File: src/core/io_map_pkg.sv
// shared constants, codes and carrier types of the servo i/o function mapper
`default_nettype none
package io_map_pkg;

   // ----------------------------------------------------------------
   // parameter offsets
   // ----------------------------------------------------------------
   localparam logic [15:0] OFF_IN_POL     = 16'h0810;
   localparam logic [15:0] OFF_IN_SIM     = 16'h0820;
   localparam logic [15:0] OFF_IN1_SEL    = 16'h0830;
   localparam logic [15:0] OFF_IN2_SEL    = 16'h0840;
   localparam logic [15:0] OFF_IN3_SEL    = 16'h0850;
   localparam logic [15:0] OFF_IN4_SEL    = 16'h0860;
   localparam logic [15:0] OFF_IN_LEVELS  = 16'h08A0;
   localparam logic [15:0] OFF_OUT_POL    = 16'h08D0;
   localparam logic [15:0] OFF_OUT_SIM    = 16'h08E0;
   localparam logic [15:0] OFF_OUT1_SEL   = 16'h08F0;
   localparam logic [15:0] OFF_OUT2_SEL   = 16'h0900;
   localparam logic [15:0] OFF_OUT_LEVELS = 16'h0940;

   // ----------------------------------------------------------------
   // reset values and field widths
   // ----------------------------------------------------------------
   localparam logic [15:0] RST_IN_POL  = 16'h00FF;
   localparam logic [15:0] RST_ZERO    = 16'h0000;
   localparam int          IN_SIM_BITS  = 8;
   localparam int          OUT_SIM_BITS = 5;
   localparam logic [15:0] CODE_PRE_ENABLE = 16'h8200;

   // ----------------------------------------------------------------
   // input function codes, same order as in_func_t (first = msb)
   // ----------------------------------------------------------------
   localparam int IN_FUNCS = 34;
   localparam logic [15:0] IN_CODES [IN_FUNCS] = '{
      16'h0001, 16'h0002, 16'h0004, 16'h0008, 16'h0010, 16'h0020,
      16'h0040, 16'h0080, 16'h0100, 16'h0200, 16'h0400, 16'h0800,
      16'h1000, 16'h2000, 16'h4000, 16'h8001, 16'h8002, 16'h8004,
      16'h8008, 16'h8010, 16'h8020, 16'h8040, 16'h8080, 16'h8100,
      16'h8200, 16'h8400, 16'h8800, 16'h9001, 16'h9002, 16'h9004,
      16'h9008, 16'h9010, 16'h9020, 16'h9040};

   typedef struct packed {
      logic drive_enable;
      logic error_reset;
      logic mode_control;
      logic vel_gain_control;
      logic pos_limit;
      logic neg_limit;
      logic home_signal;
      logic speed_reverse;
      logic speed_index0;
      logic speed_index1;
      logic pos_index0;
      logic pos_index1;
      logic emergency_stop;
      logic home_start;
      logic command_activate;
      logic speed_index2;
      logic pos_index2;
      logic multi_in0;
      logic multi_in1;
      logic multi_in2;
      logic gain_switch0;
      logic gain_switch1;
      logic max_current_toggle;
      logic motor_failure;
      logic pre_enable;
      logic capture1;
      logic capture2;
      logic table_cond0;
      logic table_cond1;
      logic table_activate;
      logic table_index0;
      logic table_index1;
      logic table_index2;
      logic table_terminate;
   } in_func_t;

   // ----------------------------------------------------------------
   // output function codes, same order as drive_state_t (first = msb)
   // ----------------------------------------------------------------
   localparam int OUT_FUNCS = 16;
   localparam logic [15:0] OUT_CODES [OUT_FUNCS] = '{
      16'h0001, 16'h0002, 16'h0004, 16'h0008, 16'h0010, 16'h0020,
      16'h0040, 16'h0080, 16'h0100, 16'h0200, 16'h0400, 16'h0800,
      16'h1000, 16'h2000, 16'h4000, 16'h9001};

   typedef struct packed {
      logic ready;
      logic error;
      logic pos_reached;
      logic zero_speed;
      logic brake;
      logic speed_reached;
      logic index_seen;
      logic torque_speed_limit;
      logic shaft_locked;
      logic in_limit;
      logic home_found;
      logic current_limit;
      logic multi_out0;
      logic multi_out1;
      logic multi_out2;
      logic table_running;
   } drive_state_t;

   typedef struct packed {
      logic        wr;
      logic        rd;
      logic [15:0] addr;
      logic [15:0] wdata;
   } par_req_t;

endpackage
`default_nettype wire

File: src/core/in_chan.sv
// one physical input: synchroniser, polarity and simulation overlay
`default_nettype none
module in_chan (
   input  wire logic mclk,
   input  wire logic nrst,
   input  wire logic pin,
   input  wire logic invert,
   input  wire logic sim,
   output var  logic level
);
   logic sync1_reg;
   logic sync2_reg;
   logic level_reg;

   always_ff @(posedge mclk or negedge nrst) begin
      if (!nrst) begin
         sync1_reg <= 1'b0;
         sync2_reg <= 1'b0;
      end else begin
         sync1_reg <= pin;
         sync2_reg <= sync1_reg;
      end
   end

   // pin level xor polarity bit, or simulation bit, ahead of status and function decode
   always_ff @(posedge mclk or negedge nrst) begin
      if (!nrst) level_reg <= 1'b0;
      else       level_reg <= (sync2_reg ^ invert) | sim;
   end

   assign level = level_reg;
endmodule
`default_nettype wire

File: src/core/out_chan.sv
// one physical output: function select, simulation and polarity
`default_nettype none
module out_chan (
   input  wire logic                  mclk,
   input  wire logic                  nrst,
   input  wire logic [15:0]           code,
   input  wire io_map_pkg::drive_state_t state,
   input  wire logic                  sim,
   input  wire logic                  invert,
   output var  logic                  pin,
   output var  logic                  active
);
   logic [io_map_pkg::OUT_FUNCS-1:0] src_vec;
   logic                              sel;
   logic                              pin_reg;
   logic                              active_reg;

   assign src_vec = state;

   // picks the drive signal whose code is written
   always_comb begin
      sel = 1'b0;
      for (int i = 0; i < io_map_pkg::OUT_FUNCS; i++) begin
         if (code == io_map_pkg::OUT_CODES[i]) sel = src_vec[io_map_pkg::OUT_FUNCS-1-i];
      end
   end

   always_ff @(posedge mclk or negedge nrst) begin
      if (!nrst) begin
         active_reg <= 1'b0;
         pin_reg    <= 1'b0;
      end else begin
         active_reg <= sel | sim;
         pin_reg    <= (sel | sim) ^ invert;
      end
   end

   assign pin    = pin_reg;
   assign active = active_reg;
endmodule
`default_nettype wire

File: src/core/servo_io_function_mapper.sv
// servo drive digital i/o port: parameter registers, input decode, output select
//
// Notes on behaviour
// input status word bits 0-3 show inputs
// output status word bits 0-1 show outputs
// input polarity bits 0-7, default all set
// input simulation word bits 0-7 writable
// output simulation word bits 0-4 force outputs; the code forces outputs with bits 0-1 only
// each input has 16-bit function select register
// codes 0001-0008 enable, reset, mode, gain
// codes 0010-0080 limits, home, speed reverse
// speed and position index bit codes
// codes 1000-4000 estop, homing, command activate
// multi-function, gain switch, current toggle codes
// motor failure, pre-enable, missing pre-enable alarms
// codes 8400, 8800 fast capture channels
// position table condition, activate, index, terminate
// output codes 0001-0020 drive status signals
// output codes 0040-0800 drive status signals
// multi-function outputs and table running output
// polarity bit inverts input before use
`default_nettype none
module servo_io_function_mapper #(
   parameter int N_IN  = 4,
   parameter int N_OUT = 2
) (
   input  wire logic                 mclk,
   input  wire logic                 nrst,
   input  wire logic                 phys_input_one,
   input  wire logic                 phys_input_two,
   input  wire logic                 phys_input_three,
   input  wire logic                 phys_input_four,
   output var  logic                 phys_output_one,
   output var  logic                 phys_output_two,
   input  wire io_map_pkg::par_req_t par_req,
   output var  logic [15:0]          par_rdata,
   output var  logic                 par_ack,
   output var  logic                 par_err,
   input  wire io_map_pkg::drive_state_t drive_state,
   output var  io_map_pkg::in_func_t in_func,
   output var  logic                 pre_enable_alarm
);

   // ----------------------------------------------------------------
   // elaboration checks
   // ----------------------------------------------------------------
   if (N_IN != 4) begin : g_bad_in
      $error("servo_io_function_mapper: four physical inputs are wired");
   end
   if (N_OUT != 2) begin : g_bad_out
      $error("servo_io_function_mapper: two physical outputs are wired");
   end

   // ----------------------------------------------------------------
   // parameter registers
   // ----------------------------------------------------------------
   logic [15:0] in_pol_reg;
   logic [15:0] in_sim_reg;
   logic [15:0] in_sel_reg [N_IN];
   logic [15:0] out_pol_reg;
   logic [15:0] out_sim_reg;
   logic [15:0] out_sel_reg [N_OUT];

   logic        wr_hit;
   logic [N_IN-1:0]  in_sel_hit;
   logic [N_OUT-1:0] out_sel_hit;

   assign wr_hit = par_req.wr;

   always_comb begin
      for (int i = 0; i < N_IN; i++) in_sel_hit[i] = 1'b0;
      for (int i = 0; i < N_OUT; i++) out_sel_hit[i] = 1'b0;
      case (par_req.addr)
         io_map_pkg::OFF_IN1_SEL:  in_sel_hit[0] = 1'b1;
         io_map_pkg::OFF_IN2_SEL:  in_sel_hit[1] = 1'b1;
         io_map_pkg::OFF_IN3_SEL:  in_sel_hit[2] = 1'b1;
         io_map_pkg::OFF_IN4_SEL:  in_sel_hit[3] = 1'b1;
         io_map_pkg::OFF_OUT1_SEL: out_sel_hit[0] = 1'b1;
         io_map_pkg::OFF_OUT2_SEL: out_sel_hit[1] = 1'b1;
         default: ;
      endcase
   end

   // polarity word resets with all eight input bits set
   always_ff @(posedge mclk or negedge nrst) begin
      if (!nrst) begin
         in_pol_reg <= io_map_pkg::RST_IN_POL;
      end else if (wr_hit && par_req.addr == io_map_pkg::OFF_IN_POL) begin
         in_pol_reg <= par_req.wdata;
      end
   end

   // simulation words keep all 16 bits; only bits 0-3 (input) and bits 0-1 (output) act
   always_ff @(posedge mclk or negedge nrst) begin
      if (!nrst) begin
         in_sim_reg  <= io_map_pkg::RST_ZERO;
         out_sim_reg <= io_map_pkg::RST_ZERO;
         out_pol_reg <= io_map_pkg::RST_ZERO;
      end else if (wr_hit) begin
         if (par_req.addr == io_map_pkg::OFF_IN_SIM)  in_sim_reg  <= par_req.wdata;
         if (par_req.addr == io_map_pkg::OFF_OUT_SIM) out_sim_reg <= par_req.wdata;
         if (par_req.addr == io_map_pkg::OFF_OUT_POL) out_pol_reg <= par_req.wdata;
      end
   end

   // function select registers
   always_ff @(posedge mclk or negedge nrst) begin
      if (!nrst) begin
         for (int i = 0; i < N_IN; i++) in_sel_reg[i] <= io_map_pkg::RST_ZERO;
         for (int i = 0; i < N_OUT; i++) out_sel_reg[i] <= io_map_pkg::RST_ZERO;
      end else if (wr_hit) begin
         for (int i = 0; i < N_IN; i++) begin
            if (in_sel_hit[i]) in_sel_reg[i] <= par_req.wdata;
         end
         for (int i = 0; i < N_OUT; i++) begin
            if (out_sel_hit[i]) out_sel_reg[i] <= par_req.wdata;
         end
      end
   end

   // ----------------------------------------------------------------
   // physical inputs
   // ----------------------------------------------------------------
   logic [N_IN-1:0] pin_in;
   logic [N_IN-1:0] in_level;

   assign pin_in = {phys_input_four, phys_input_three, phys_input_two, phys_input_one};

   for (genvar g = 0; g < N_IN; g++) begin : g_in
      in_chan u_in (
         .mclk   (mclk),
         .nrst   (nrst),
         .pin    (pin_in[g]),
         .invert (in_pol_reg[g]),
         .sim    (in_sim_reg[g]),
         .level  (in_level[g])
      );
   end

   // ----------------------------------------------------------------
   // input function decode
   // ----------------------------------------------------------------
   logic [io_map_pkg::IN_FUNCS-1:0] func_vec;
   logic [io_map_pkg::IN_FUNCS-1:0] func_reg;

   // each function is the or of all inputs carrying its code
   //
   always_comb begin
      func_vec = '0;
      for (int f = 0; f < io_map_pkg::IN_FUNCS; f++) begin
         for (int i = 0; i < N_IN; i++) begin
            if (in_sel_reg[i] == io_map_pkg::IN_CODES[f] && in_level[i]) begin
               func_vec[io_map_pkg::IN_FUNCS-1-f] = 1'b1;
            end
         end
      end
   end

   always_ff @(posedge mclk or negedge nrst) begin
      if (!nrst) func_reg <= '0;
      else       func_reg <= func_vec;
   end

   assign in_func = func_reg;

   // ----------------------------------------------------------------
   // pre-enable supervision
   // ----------------------------------------------------------------
   logic pre_cfg;
   logic enable_d_reg;
   logic alarm_reg;
   logic alarm_set;
   io_map_pkg::in_func_t fn;

   assign fn = func_reg;

   always_comb begin
      pre_cfg = 1'b0;
      for (int i = 0; i < N_IN; i++) begin
         if (in_sel_reg[i] == io_map_pkg::CODE_PRE_ENABLE) pre_cfg = 1'b1;
      end
   end

   always_ff @(posedge mclk or negedge nrst) begin
      if (!nrst) enable_d_reg <= 1'b0;
      else       enable_d_reg <= fn.drive_enable;
   end

   // enable arriving while a configured pre-enable is absent
   assign alarm_set = fn.drive_enable && !enable_d_reg && pre_cfg && !fn.pre_enable;

   // error reset clears the alarm, a new alarm wins over it
   always_ff @(posedge mclk or negedge nrst) begin
      if (!nrst)               alarm_reg <= 1'b0;
      else if (alarm_set)      alarm_reg <= 1'b1;
      else if (fn.error_reset) alarm_reg <= 1'b0;
   end

   assign pre_enable_alarm = alarm_reg;

   // ----------------------------------------------------------------
   // physical outputs
   // ----------------------------------------------------------------
   logic [N_OUT-1:0] pin_out;
   logic [N_OUT-1:0] out_active;

   for (genvar g = 0; g < N_OUT; g++) begin : g_out
      out_chan u_out (
         .mclk   (mclk),
         .nrst   (nrst),
         .code   (out_sel_reg[g]),
         .state  (drive_state),
         .sim    (out_sim_reg[g]),
         .invert (out_pol_reg[g]),
         .pin    (pin_out[g]),
         .active (out_active[g])
      );
   end

   assign phys_output_one = pin_out[0];
   assign phys_output_two = pin_out[1];

   // ----------------------------------------------------------------
   // parameter read port
   // ----------------------------------------------------------------
   logic [15:0] rdata_next;
   logic        known;
   logic        read_only;
   logic [15:0] rdata_reg;
   logic        ack_reg;
   logic        err_reg;

   always_comb begin
      rdata_next = '0;
      known      = 1'b1;
      read_only  = 1'b0;
      case (par_req.addr)
         io_map_pkg::OFF_IN_POL:   rdata_next = in_pol_reg;
         io_map_pkg::OFF_IN_SIM:   rdata_next = in_sim_reg;
         io_map_pkg::OFF_IN1_SEL:  rdata_next = in_sel_reg[0];
         io_map_pkg::OFF_IN2_SEL:  rdata_next = in_sel_reg[1];
         io_map_pkg::OFF_IN3_SEL:  rdata_next = in_sel_reg[2];
         io_map_pkg::OFF_IN4_SEL:  rdata_next = in_sel_reg[3];
         io_map_pkg::OFF_OUT_POL:  rdata_next = out_pol_reg;
         io_map_pkg::OFF_OUT_SIM:  rdata_next = out_sim_reg;
         io_map_pkg::OFF_OUT1_SEL: rdata_next = out_sel_reg[0];
         io_map_pkg::OFF_OUT2_SEL: rdata_next = out_sel_reg[1];
         io_map_pkg::OFF_IN_LEVELS: begin
            rdata_next[N_IN-1:0] = in_level;
            read_only            = 1'b1;
         end
         io_map_pkg::OFF_OUT_LEVELS: begin
            rdata_next[N_OUT-1:0] = out_active;
            read_only             = 1'b1;
         end
         default: known = 1'b0;
      endcase
   end

   // one-cycle answer to every access; unknown offset or write to status errs
   always_ff @(posedge mclk or negedge nrst) begin
      if (!nrst) begin
         rdata_reg <= '0;
         ack_reg   <= 1'b0;
         err_reg   <= 1'b0;
      end else begin
         ack_reg <= par_req.wr | par_req.rd;
         err_reg <= (par_req.wr | par_req.rd) & (!known | (par_req.wr & read_only));
         if (par_req.rd) rdata_reg <= rdata_next;
      end
   end

   assign par_rdata = rdata_reg;
   assign par_ack   = ack_reg;
   assign par_err   = err_reg;

endmodule
`default_nettype wire

File: config.mk
export PLATFORM = sky130hd
export DESIGN_NAME = servo_io_function_mapper
export DESIGN_NICKNAME = d
export VERILOG_FILES = /design/src/core/io_map_pkg.sv /design/src/core/in_chan.sv /design/src/core/out_chan.sv /design/src/core/servo_io_function_mapper.sv
export SDC_FILE = /design/constraint.sdc
export NUM_CORES = 1
export LEC_CHECK = 0
export ABC_AREA = 1
export ABC_CLOCK_PERIOD_IN_PS = 2300
export BUFFER_PORTS_ARGS = -buffer_cell sky130_fd_sc_hd__buf_2
export CORE_MARGIN = 8
export CORE_UTILIZATION = 45
export CTS_BUF_LIST = sky130_fd_sc_hd__clkbuf_8
export CTS_CLUSTER_DIAMETER = 150
export DETAILED_ROUTE_END_ITERATION = 6
export GPL_ROUTABILITY_DRIVEN = 1
export PLACE_DENSITY = 0.71
export RECOVER_POWER = 25
export SLEW_MARGIN = 15
export SYNTH_ARGS = -nofsm -noshare
export SYNTH_HDL_FRONTEND = slang
export SYNTH_SLANG_ARGS = --single-unit
File: constraint.sdc
create_clock -name mclk -period 2.3 [get_ports mclk]
set_clock_uncertainty 0.05 [all_clocks]
set_input_delay 0.115 -clock mclk [delete_from_list [all_inputs] [get_ports mclk]]
set_output_delay 0.115 -clock mclk [all_outputs]
set_load 0.05 [all_outputs]
Word level (Yosys, flattened, before mapping)
Index checks and enable logic that the tools add are counted.
W data, S select, Z words.
{ "op_classes": {"addsub": 0, "n_mul": 0, "div_mod_pow": 0, "n_lt_le_gt_ge": 0, "n_eq_ne": 180, "n_shift": 0, "mux": 185, "bitwise": 16, "n_reduce_logical": 155} }
{ "ops": {"columns": ["op", "count"], "rows": [
  ["$eq A16 B16 Y1 const B", 78],
  ["$eq A16 B12 Y1 const B", 18],
  ["$mux W1", 182],
  ["$logic_and A1 B1 Y1", 140],
  ["$pmux W12 S10", 1],
  ["$eq A16 B1 Y1 const B", 6],
  ["$eq A16 B10 Y1 const B", 6],
  ["$eq A16 B11 Y1 const B", 6],
  ["$eq A16 B13 Y1 const B", 6],
  ["$eq A16 B14 Y1 const B", 6],
  ["$eq A16 B15 Y1 const B", 6],
  ["$eq A16 B2 Y1 const B", 6],
  ["$eq A16 B3 Y1 const B", 6],
  ["$eq A16 B4 Y1 const B", 6],
  ["$eq A16 B5 Y1 const B", 6],
  ["$eq A16 B6 Y1 const B", 6],
  ["$eq A16 B7 Y1 const B", 6],
  ["$eq A16 B8 Y1 const B", 6],
  ["$eq A16 B9 Y1 const B", 6],
  ["$pmux W2 S12", 1],
  ["$pmux W2 S11", 1],
  ["$reduce_and A2 Y1", 9],
  ["$reduce_or A12 Y1", 1],
  ["$or A1 B1 Y1", 8],
  ["other kinds (5)", 13]
]} }
{ "word_totals": {"reg_bits": 230, "latchBits": 0, "ram_bits": 0, "mem_bits_ro": 0, "inputBits": 56, "output_inout_bits": 55, "wordCells": 568, "mem_count": 0} }

Logic depth before layout (Yosys ltp)
Gate-level depths: netlist (run 1).
{ "depth": {"depth_word": 19, "ltp_mapped": 22} }

By module
Synthesis (run 1) repeated with hierarchy kept, for this count alone.
{ "hier_totals": {"cells_unflattened": 1768, "area_unflattened_um2": 13090.1} }
{ "by_module_without_submodules": {"columns": ["mod", "instances", "cells_each", "area_each_um2", "seq_area_each_um2"], "rows": [
  ["servo_io_function_mapper", 1, 1492, 11498.5, 5365.1],
  ["out_chan", 2, 120, 598.1, 50.0],
  ["in_chan", 4, 9, 98.8, 75.1]
]} }

Worst setup path before layout (run 1)
No wires, ideal clock.
{ "synth_path": {"path_kind": "register -> register", "startpoint": "reg out_sel_reg[17] in the netlist's numbering", "endpoint": "reg g_out[0].u_out.pin_reg", "setup_time_ns": 0.116, "t_arrival_ns": 1.637, "t_required_ns": 2.134, "path_slack_ns": 0.497, "stages_incl_launch_ff": 18, "path_buffers": 0, "synth_period_minus_slack_ns": 1.803, "cell_sequence": "dfrtp_1 > nor2_2 > nand2_2 > clkinv_2 > nand2_4 > nor2_8 > nand4_1 > or2_1 > nand2_1 > nand2_1 > nand2_1 > nand2_1 > nand2_1 > nand2_1 > nand2_2 > nand2_2 > nand2_1 > nand2_1"} }
{ "synth_via": {"elab_chain_cells": 19} }
{ "synth_lines": {"columns": ["item", "line", "source"], "rows": [
  ["from (decl)", "servo_io_function_mapper.sv:62", "logic [15:0] out_sel_reg [N_OUT];"],
  ["from (signal, indexed assignment)", "servo_io_function_mapper.sv:116", "if (out_sel_hit[i]) out_sel_reg[i] <= par_req.wdata;"],
  ["$eq A16 B1 Y1", "out_chan.sv:24", "if (code == io_map_pkg::OUT_CODES[i]) sel = src_vec[io_map_pkg::OUT_FUNCS-1-i];"],
  ["$mux W1 (15 in series)", "out_chan.sv:24", null],
  ["$mux W1 *", "out_chan.sv:24", null],
  ["$or A1 B1 Y1 *", "out_chan.sv:34", "pin_reg <= (sel | sim) ^ invert;"],
  ["$xor A1 B1 Y1 *", "out_chan.sv:34", null],
  ["to (signal assigned)", "out_chan.sv:34", null],
  ["to (decl)", "out_chan.sv:15", "logic pin_reg;"]
]} }
Every way passes the cells marked *; elsewhere a longest branch is shown, timed or not.
A chain may end at the register's enable or synchronous reset.

Worst setup path in the final report (run 1)
{ "layout_path": {"startpoint": "reg out_sel_reg[26] in the netlist's numbering", "endpoint": "reg g_out[0].u_out.pin_reg"} }
Same word-level chain as after synthesis.

==> results of run 1 <==
[timing repair]
item	4_1_cts	5_1_grt
endpoints found under the setup margin	0	1
gates resized for setup	0	1
hold buffers	15	0
hold endpoints to repair	250	0
[critical path, delay by kind of cell (launching register included)]
family	cells	cell delay, ns
buf+inv	3	0.20
compound gates	1	0.17
simple gates	11	1.13
flops	1	0.44
[how the worst max path moves through the flow]
stage          slack [ns]  cells past startpoint                 end             from
3_5_place_dp         0.24                     12        par_rdata[6]      par_req[17]
3_3_place_gp         0.25                     12        par_rdata[6]      par_req[17]
6_report             0.20                     15  g_out[0].u_out.pin  out_sel_reg[26]
2_1_floorplan        0.50                     17  g_out[0].u_out.pin  out_sel_reg[17]
4_1_cts              0.24                     15  g_out[0].u_out.pin  out_sel_reg[26]
5_1_grt             0.006                     19  g_out[0].u_out.pin  out_sel_reg[25]
[area by class of cell]
cell class,instances,area share (%)
Sequential cell,230,41.29
Clock inverter,19,0.9497
Clock buffer,51,5.026
Inverter,215,5.788
Timing Repair Buffer,193,9.040
Multi-Input combinational cell,980,34.91
Tap cell,335,3.002
[metrics by stage]
step | utilization [%] | std cells | area [um2] | setup slack, ns | hold WS (ns)
final | 54.36 | 2023 | 13960 | 0.2044 | 0.03153
after global routing | 54.36 | 2023 | 13960 | 0.005674 | 0.02601
after CTS | 54.42 | 2023 | 13980 | 0.2407 | 0.0009175
after detailed placement | 50.59 | 1938 | 13000 | 0.2394 | 0.02983
after global placement | 50.59 | 1938 | 13000 | 0.2525 | 0.02855
after floorplan | - | 1471 | 11630 | 0.4968 | -0.2306
[kinds of logic after synthesis]
kind of cell,count (synthesis),share of synthesized area [%]
AOI/OAI and AO/OA,296,15.52
buffers and inverters,261,8.553
DFF,230,49.58
and+or+nand+nor,684,26.35
[power by group]
group | internal (W) | total (W) | switching (W)
clock network | 0.00221 | 0.00388 | 0.00168
registers | 0.00406 | 0.00408 | 0.0000131
logic | 0.0000864 | 0.000338 | 0.000252
total | 0.00636 | 0.00830 | 0.00194
[metal layers]
| layer | routed length (um) | share of wire, % |
|---|---|---|
| met5 | 0 | 0 |
| met4 | 1531 | 3.9 |
| met3 | 3640 | 9.3 |
| met2 | 18090 | 46 |
| met1 | 15850 | 41 |
[layout by cell type, fill, tap and decap left out, drive strengths merged, types with 2 or more instances in the layout]
cell,netlist,final
clkinvlp,0,2
a221oi,38,38
o21ai,181,181
nor3,35,35
clkbuf,34,53
nand2,371,371
o21bai,2,2
or2,2,2
a21oi,8,8
o211a,2,2
bufinv,0,2
dlygate4sd3,0,15
a22oi,9,9
o22ai,24,24
nand4,52,52
nor2,119,119
o2111ai,19,19
o221ai,5,5
dfstp,8,8
nor4,44,44
buf,12,176
nand3,59,59
o31ai,2,2
inv,212,226
dfrtp,222,222
clkinv,3,4
a22o,2,2
==> out/qor.yml, run 1 <==
crit_top_cell: "nand2_1"
rsz0062_at_grt: "false"
hold_viol: 0
ys_seq_area_share_pct: 49.58
grt_busiest_layer: "met2"
grt_util_met2_pct: 40.21
tns_ns: 0
cap_violations: 0
startpoint_type: "flop"
grt_use_met3_pct: 3.990
grt_pass1_vias: 11225
area_growth_pct: 20.07
first_iter_violations: 1431
seq_area_um2: 5766
slew_headroom_pct: 1.088
ant_nets: 0
worstHoldStart: "par_req[4]"
synth_area_leaders: "dfrtp_1 48%, nand2_1 12%, inv_1 6.2%, o21ai_0 4.3%, o21ai_1 3.5%"
synth_top_area_share_pct: 47.77
portBuffers: 110
syn_inst: 1471
wl_mm: 39.12
path_max_fanout: 5
cp.required_ns: 2.69
synth_ff_type: "dfrtp_1"
drc: 0
status: "finished, final reports clean"
boundaryPins: 111
antenna_found_initial: 0
grt_first_pass_wirelength_mm: 61.69
clk_root_buffer_cell: "clkbuf_8"
hold_end: "out_sel_reg[20]"
diodes: 0
critPathMaxStageDelay_ns: 0.44
cts_setup_buffers: 0
period_minus_slack_ns: 2.096
die_w_um: 176.8
syn-cell-area_um2: 11630
multi_input_area_um2: 4875
synth-seq-cells: 230
start_util_pct: 45.27
slew_viol_final: 0
async_flop_share_pct: 100.0
crit_path_top_delay_cell: "dfrtp_1"
rrSetupSlack_ns: 0.20
max_clock_freq_ghz: 0.4772
largest_reg_flops: 64
clk_transition_reported_paths_ns: 0.07
synth_edf_count: 0
yosys_warnings: 0
grtUsageTotal_pct: 24.87
p_per_area_nw_per_um2: 594.2
clock_sinks: 230
die_h_um: 176.8
rr_endpoint: "g_out[0].u_out.pin"
grt_max_degree: 59
dieArea_um2: 31240
overflow: 0
first_pass_iters: 5
reg2reg_depth: 15
ys_types: 43
leakagePower_nw: 6.860
synth_commonest_cells: "365 x nand2_1, 222 x dfrtp_1, 192 x inv_1"
synth_fp_nets: 1527
synth_area_per_cell_um2: 7.906
use_met1_pct: 32.73
crit_arrival_ns: 2.48
via_count: 11545
p_total_w: 0.008297
cts_tree: "yes"
place_hpwl_mm: 29.25
cts_buffers: 40
htreeDepth: 2
routabilityCongestion: 0.9688
synth.most_common_cell: "nand2_1"
cts_buffer_depth: 3
min_path_cells: 3
worstSkewPairLatency_ns: 0.55
num_rows: 59
setup_viol: 0
via_per_inst: 5.707
crit_chain: "nor2_2, nand2_1, inv_1, nand4_1, nor2_1, inv_1, nor3_2, a31o_2, inv_2, nand2_1, nand2_1, nand2_1, nand2_2, nand3_1, nand2_1"
num-fill-cells: 2395
worst_slew_pin_slew_ns: 1.484
core_um2: 25690
path_class: "reg -> reg"
peakVddDrop_v: 0.0004347
period_share_pct: 91.11
setup.worst_path.end_class: "flop"
nets: 1716
hp-class: "in -> reg"
wl_per_cell_um: 19.34
yosysTopAreaCell: "dfrtp_1"
drive_gt1_share_pct: 17.06
r2r-start: "out_sel_reg[26]"
No activity file was read; power rests on OpenSTA's default activity.
==> run 2: changes to the inputs <==
--- a/config.mk
+++ b/config.mk
@@ -5,7 +5,6 @@
 export SDC_FILE = /design/constraint.sdc
 export NUM_CORES = 1
 export LEC_CHECK = 0
-export ABC_AREA = 1
 export ABC_CLOCK_PERIOD_IN_PS = 2300
 export BUFFER_PORTS_ARGS = -buffer_cell sky130_fd_sc_hd__buf_2
 export CORE_MARGIN = 8
==> run 2 against run 1 <==
Against the previous run: the flow now finishes with violations (DRC, capacitance limit, slew limit); critical path depth decreased by 9; total power increased by 5.7%; clock power increased by 8.0%.
==> out/qor.yml, run 2 <==
status: "complete, but fails checks"
violations: "DRC, capacitance limit, slew limit"
ant_nets: 0  # unchanged
cts_buffer_depth: 3  # unchanged
num-fill-cells: 2218  # -7.4%
worstHoldStart: "drive_state[1]"
path_max_fanout: 4  # -1
path_class: "reg -> reg"
crit_arrival_ns: 2.59  # +0.11 ns
async_flop_share_pct: 100.0  # unchanged
grt_pass1_vias: 10140  # -9.7%
synth_fp_nets: 1088  # -29%
largest_reg_flops: 64  # unchanged
via_per_inst: 6.288  # +10%
cp.required_ns: 2.71  # +0.02 ns
hold_ws_ns: 0.05474  # +0.02321 ns
crit_chain: "or3_1, or4_1, or3b_2, o22ai_1, a21oi_1, o21ai_0"
wl_mm: 37.68  # -3.7%
clk_root_buffer_cell: "clkbuf_8"
via_count: 10181  # -12%
cts_tree: "yes"
path_delay_family: "simple AND/OR/NAND/NOR gates"
yosys_warnings: 0  # unchanged
worstSkewPairLatency_ns: 0.56  # about the same
hp-class: "in -> reg"
drc: 2  # +2
layout_common_cells: "222 x dfrtp_1, 143 x mux2_2, 108 x buf_2, 89 x buf_4, 80 x nor2_1"
htreeDepth: 2  # unchanged
slew_viol_final: 68  # +68
syn-cell-area_um2: 11720  # +0.79%
routabilityCongestion: 0.9278  # -4.2%
ys_types: 73  # +70%
rsz0062_at_grt: "false"
setup_viol: 0  # unchanged
yosysTopAreaCell: "dfrtp_1"
clock_sinks: 230  # unchanged
core_um2: 25840  # +0.57%
start_util_pct: 45.37  # +0.095 points
antenna_found_initial: 0  # unchanged
crit_start: "in_sel_reg[37]"
layout_commonest_cell: "dfrtp_1"
first_pass_iters: 7  # +2
setup.worst_path.end_class: "flop"
synth_area_per_cell_um2: 11.36  # +44%
fin_util_pct: 56.12  # +1.8 points
drive_gt1_share_pct: 37.54  # +20 points
grt_max_degree: 70  # +19%
die_h_um: 177.4  # +0.36%
critPathMaxStageDelay_ns: 0.51  # +0.07 ns
wl_per_cell_um: 23.27  # +20%
period_minus_slack_ns: 2.189  # +0.09332 ns
tns_ns: 0  # unchanged
synth_top_area_share_pct: 47.40  # -0.37 points
synth.most_common_cell: "dfrtp_1"
area_growth_pct: 23.71
first_iter_violations: 1171  # -18%
leakagePower_nw: 6.970  # +1.6%
p_per_area_nw_per_um2: 604.8  # +1.8%
max_clock_freq_ghz: 0.4569  # -4.3%
overflow: 0  # unchanged
cap_violations: 1  # +1
num_rows: 59  # unchanged
synth_area_leaders: "dfrtp_1 47%, mux2_2 14%, nor2_1 2.6%, mux2_4 2.6%, a221oi_1 2.3%"
clk_transition_reported_paths_ns: 0.06  # about the same
nets: 1310  # -24%
period_share_pct: 95.17  # +4.1 points
dieArea_um2: 31470  # +0.71%
grtUsageTotal_pct: 23.72  # -1.2 points
ys_seq_area_share_pct: 49.19  # -0.39 points
crit_buf_inv: 0  # -3
synth_edf_count: 0  # unchanged
worst_slew_pin_slew_ns: 1.852  # +0.3680 ns
grt_first_pass_wirelength_mm: 58.35  # -5.4%
portBuffers: 110  # unchanged
p_total_w: 0.008770  # +5.7%
place_hpwl_mm: 27.37  # -6.4%
synth_ff_type: "dfrtp_1"
peakVddDrop_v: 0.0004310  # -0.85%
diodes: 0  # unchanged
syn_inst: 1032  # -30%
cts_buffers: 41  # +2.5%
crit_path_top_delay_cell: "or3b_2"
r2r-start: "in_sel_reg[37]"
slew_headroom_pct: -23.44  # -25 points
hold_viol: 0  # unchanged
boundaryPins: 111  # unchanged
die_w_um: 177.4  # +0.36%
synth-seq-cells: 230  # unchanged
startpoint_type: "flop"
synth_commonest_cells: "222 x dfrtp_1, 143 x mux2_2, 81 x nor2_1"
## run 2: cell types whose count changed after synthesis, sizes merged, moves of 19 or more
cell	before	now
nand3	59	25
nand2	371	42
nand4	52	16
nor2	119	84
mux2	0	163
o21ai	181	31
buf	12	34
inv	212	17
a22o	2	21
nor4	44	21
o2111ai	19	0
## run 2: path summary, 6_finish.rpt
kind / end / slack [ns] / cells past startpoint
min in group asynchronous: in_func[0] / 0.56 / 2
hold / removal: g_out[0].u_out.active / 0.05 / 4
max in group asynchronous: in_pol_reg[6] / 0.36 / 3
setup reg to reg: in_func[3] / 0.11 / 6
setup / recovery: in_func[3] / 0.11 / 6
hold reg to reg: g_in[3].u_in.sync2_reg / 0.30 / 0
## run 2: power by group
group          internal [W]  total, W  switching [W]
Sequential          0.00408   0.00410      0.0000234
Combinational      0.000140  0.000480       0.000339
Clock               0.00247   0.00419        0.00172
## run 2: routing by layer
metal | wire length (um) | global-route usage (%)
met1 | 16220 | 32.64
met2 | 17020 | 36.75
met3 | 3270 | 4.298
met4 | 1162 | 9.100
met5 | 0 | 0
## run 2: stage by stage
step | cell area [um2] | std cells | worst slack, ns
detailed placement | 13310 | 1520 | 0.06862
global placement | 13310 | 1520 | 0.04774
global route | 14500 | 1619 | 0.007282
floorplan | 11720 | 1032 | 0.2083
CTS | 14460 | 1617 | 0.06120
finish | 14500 | 1619 | 0.1111
## run 2: tightest hold or removal path, stage by stage
cell and delay, ns:
buf_2 0.10, nor3_1 0.05, a21oi_1 0.12, o22a_1 0.22
## run 2: cell type report
class / count / area (um2) / area share, %
clock inverter: 18 / 161.4 / 1.113
timing repair buffer: 232 / 1614 / 11.13
inverter: 17 / 63.81 / 0.4401
sequential: 230 / 5766 / 39.76
clock buffer: 55 / 757.0 / 5.220
multi-input combinational: 732 / 5719 / 39.44
tap: 335 / 419.2 / 2.891
## run 2: kinds of logic after synthesis
kind of cell,share of synthesized area (%)
AO/OA/AOI/OAI,13.54
XOR/XNOR,0.5231
buffers and inverters,2.530
flip-flops,49.19
multiplexers,16.56
AND/OR/NAND/NOR,17.67
## run 2: timing repair
action	in CTS	in global routing
endpoints found under the hold margin	393	0
gates resized for setup	0	9
hold buffers	24	0
endpoints found under the setup margin	0	9
buffers inserted	0	2
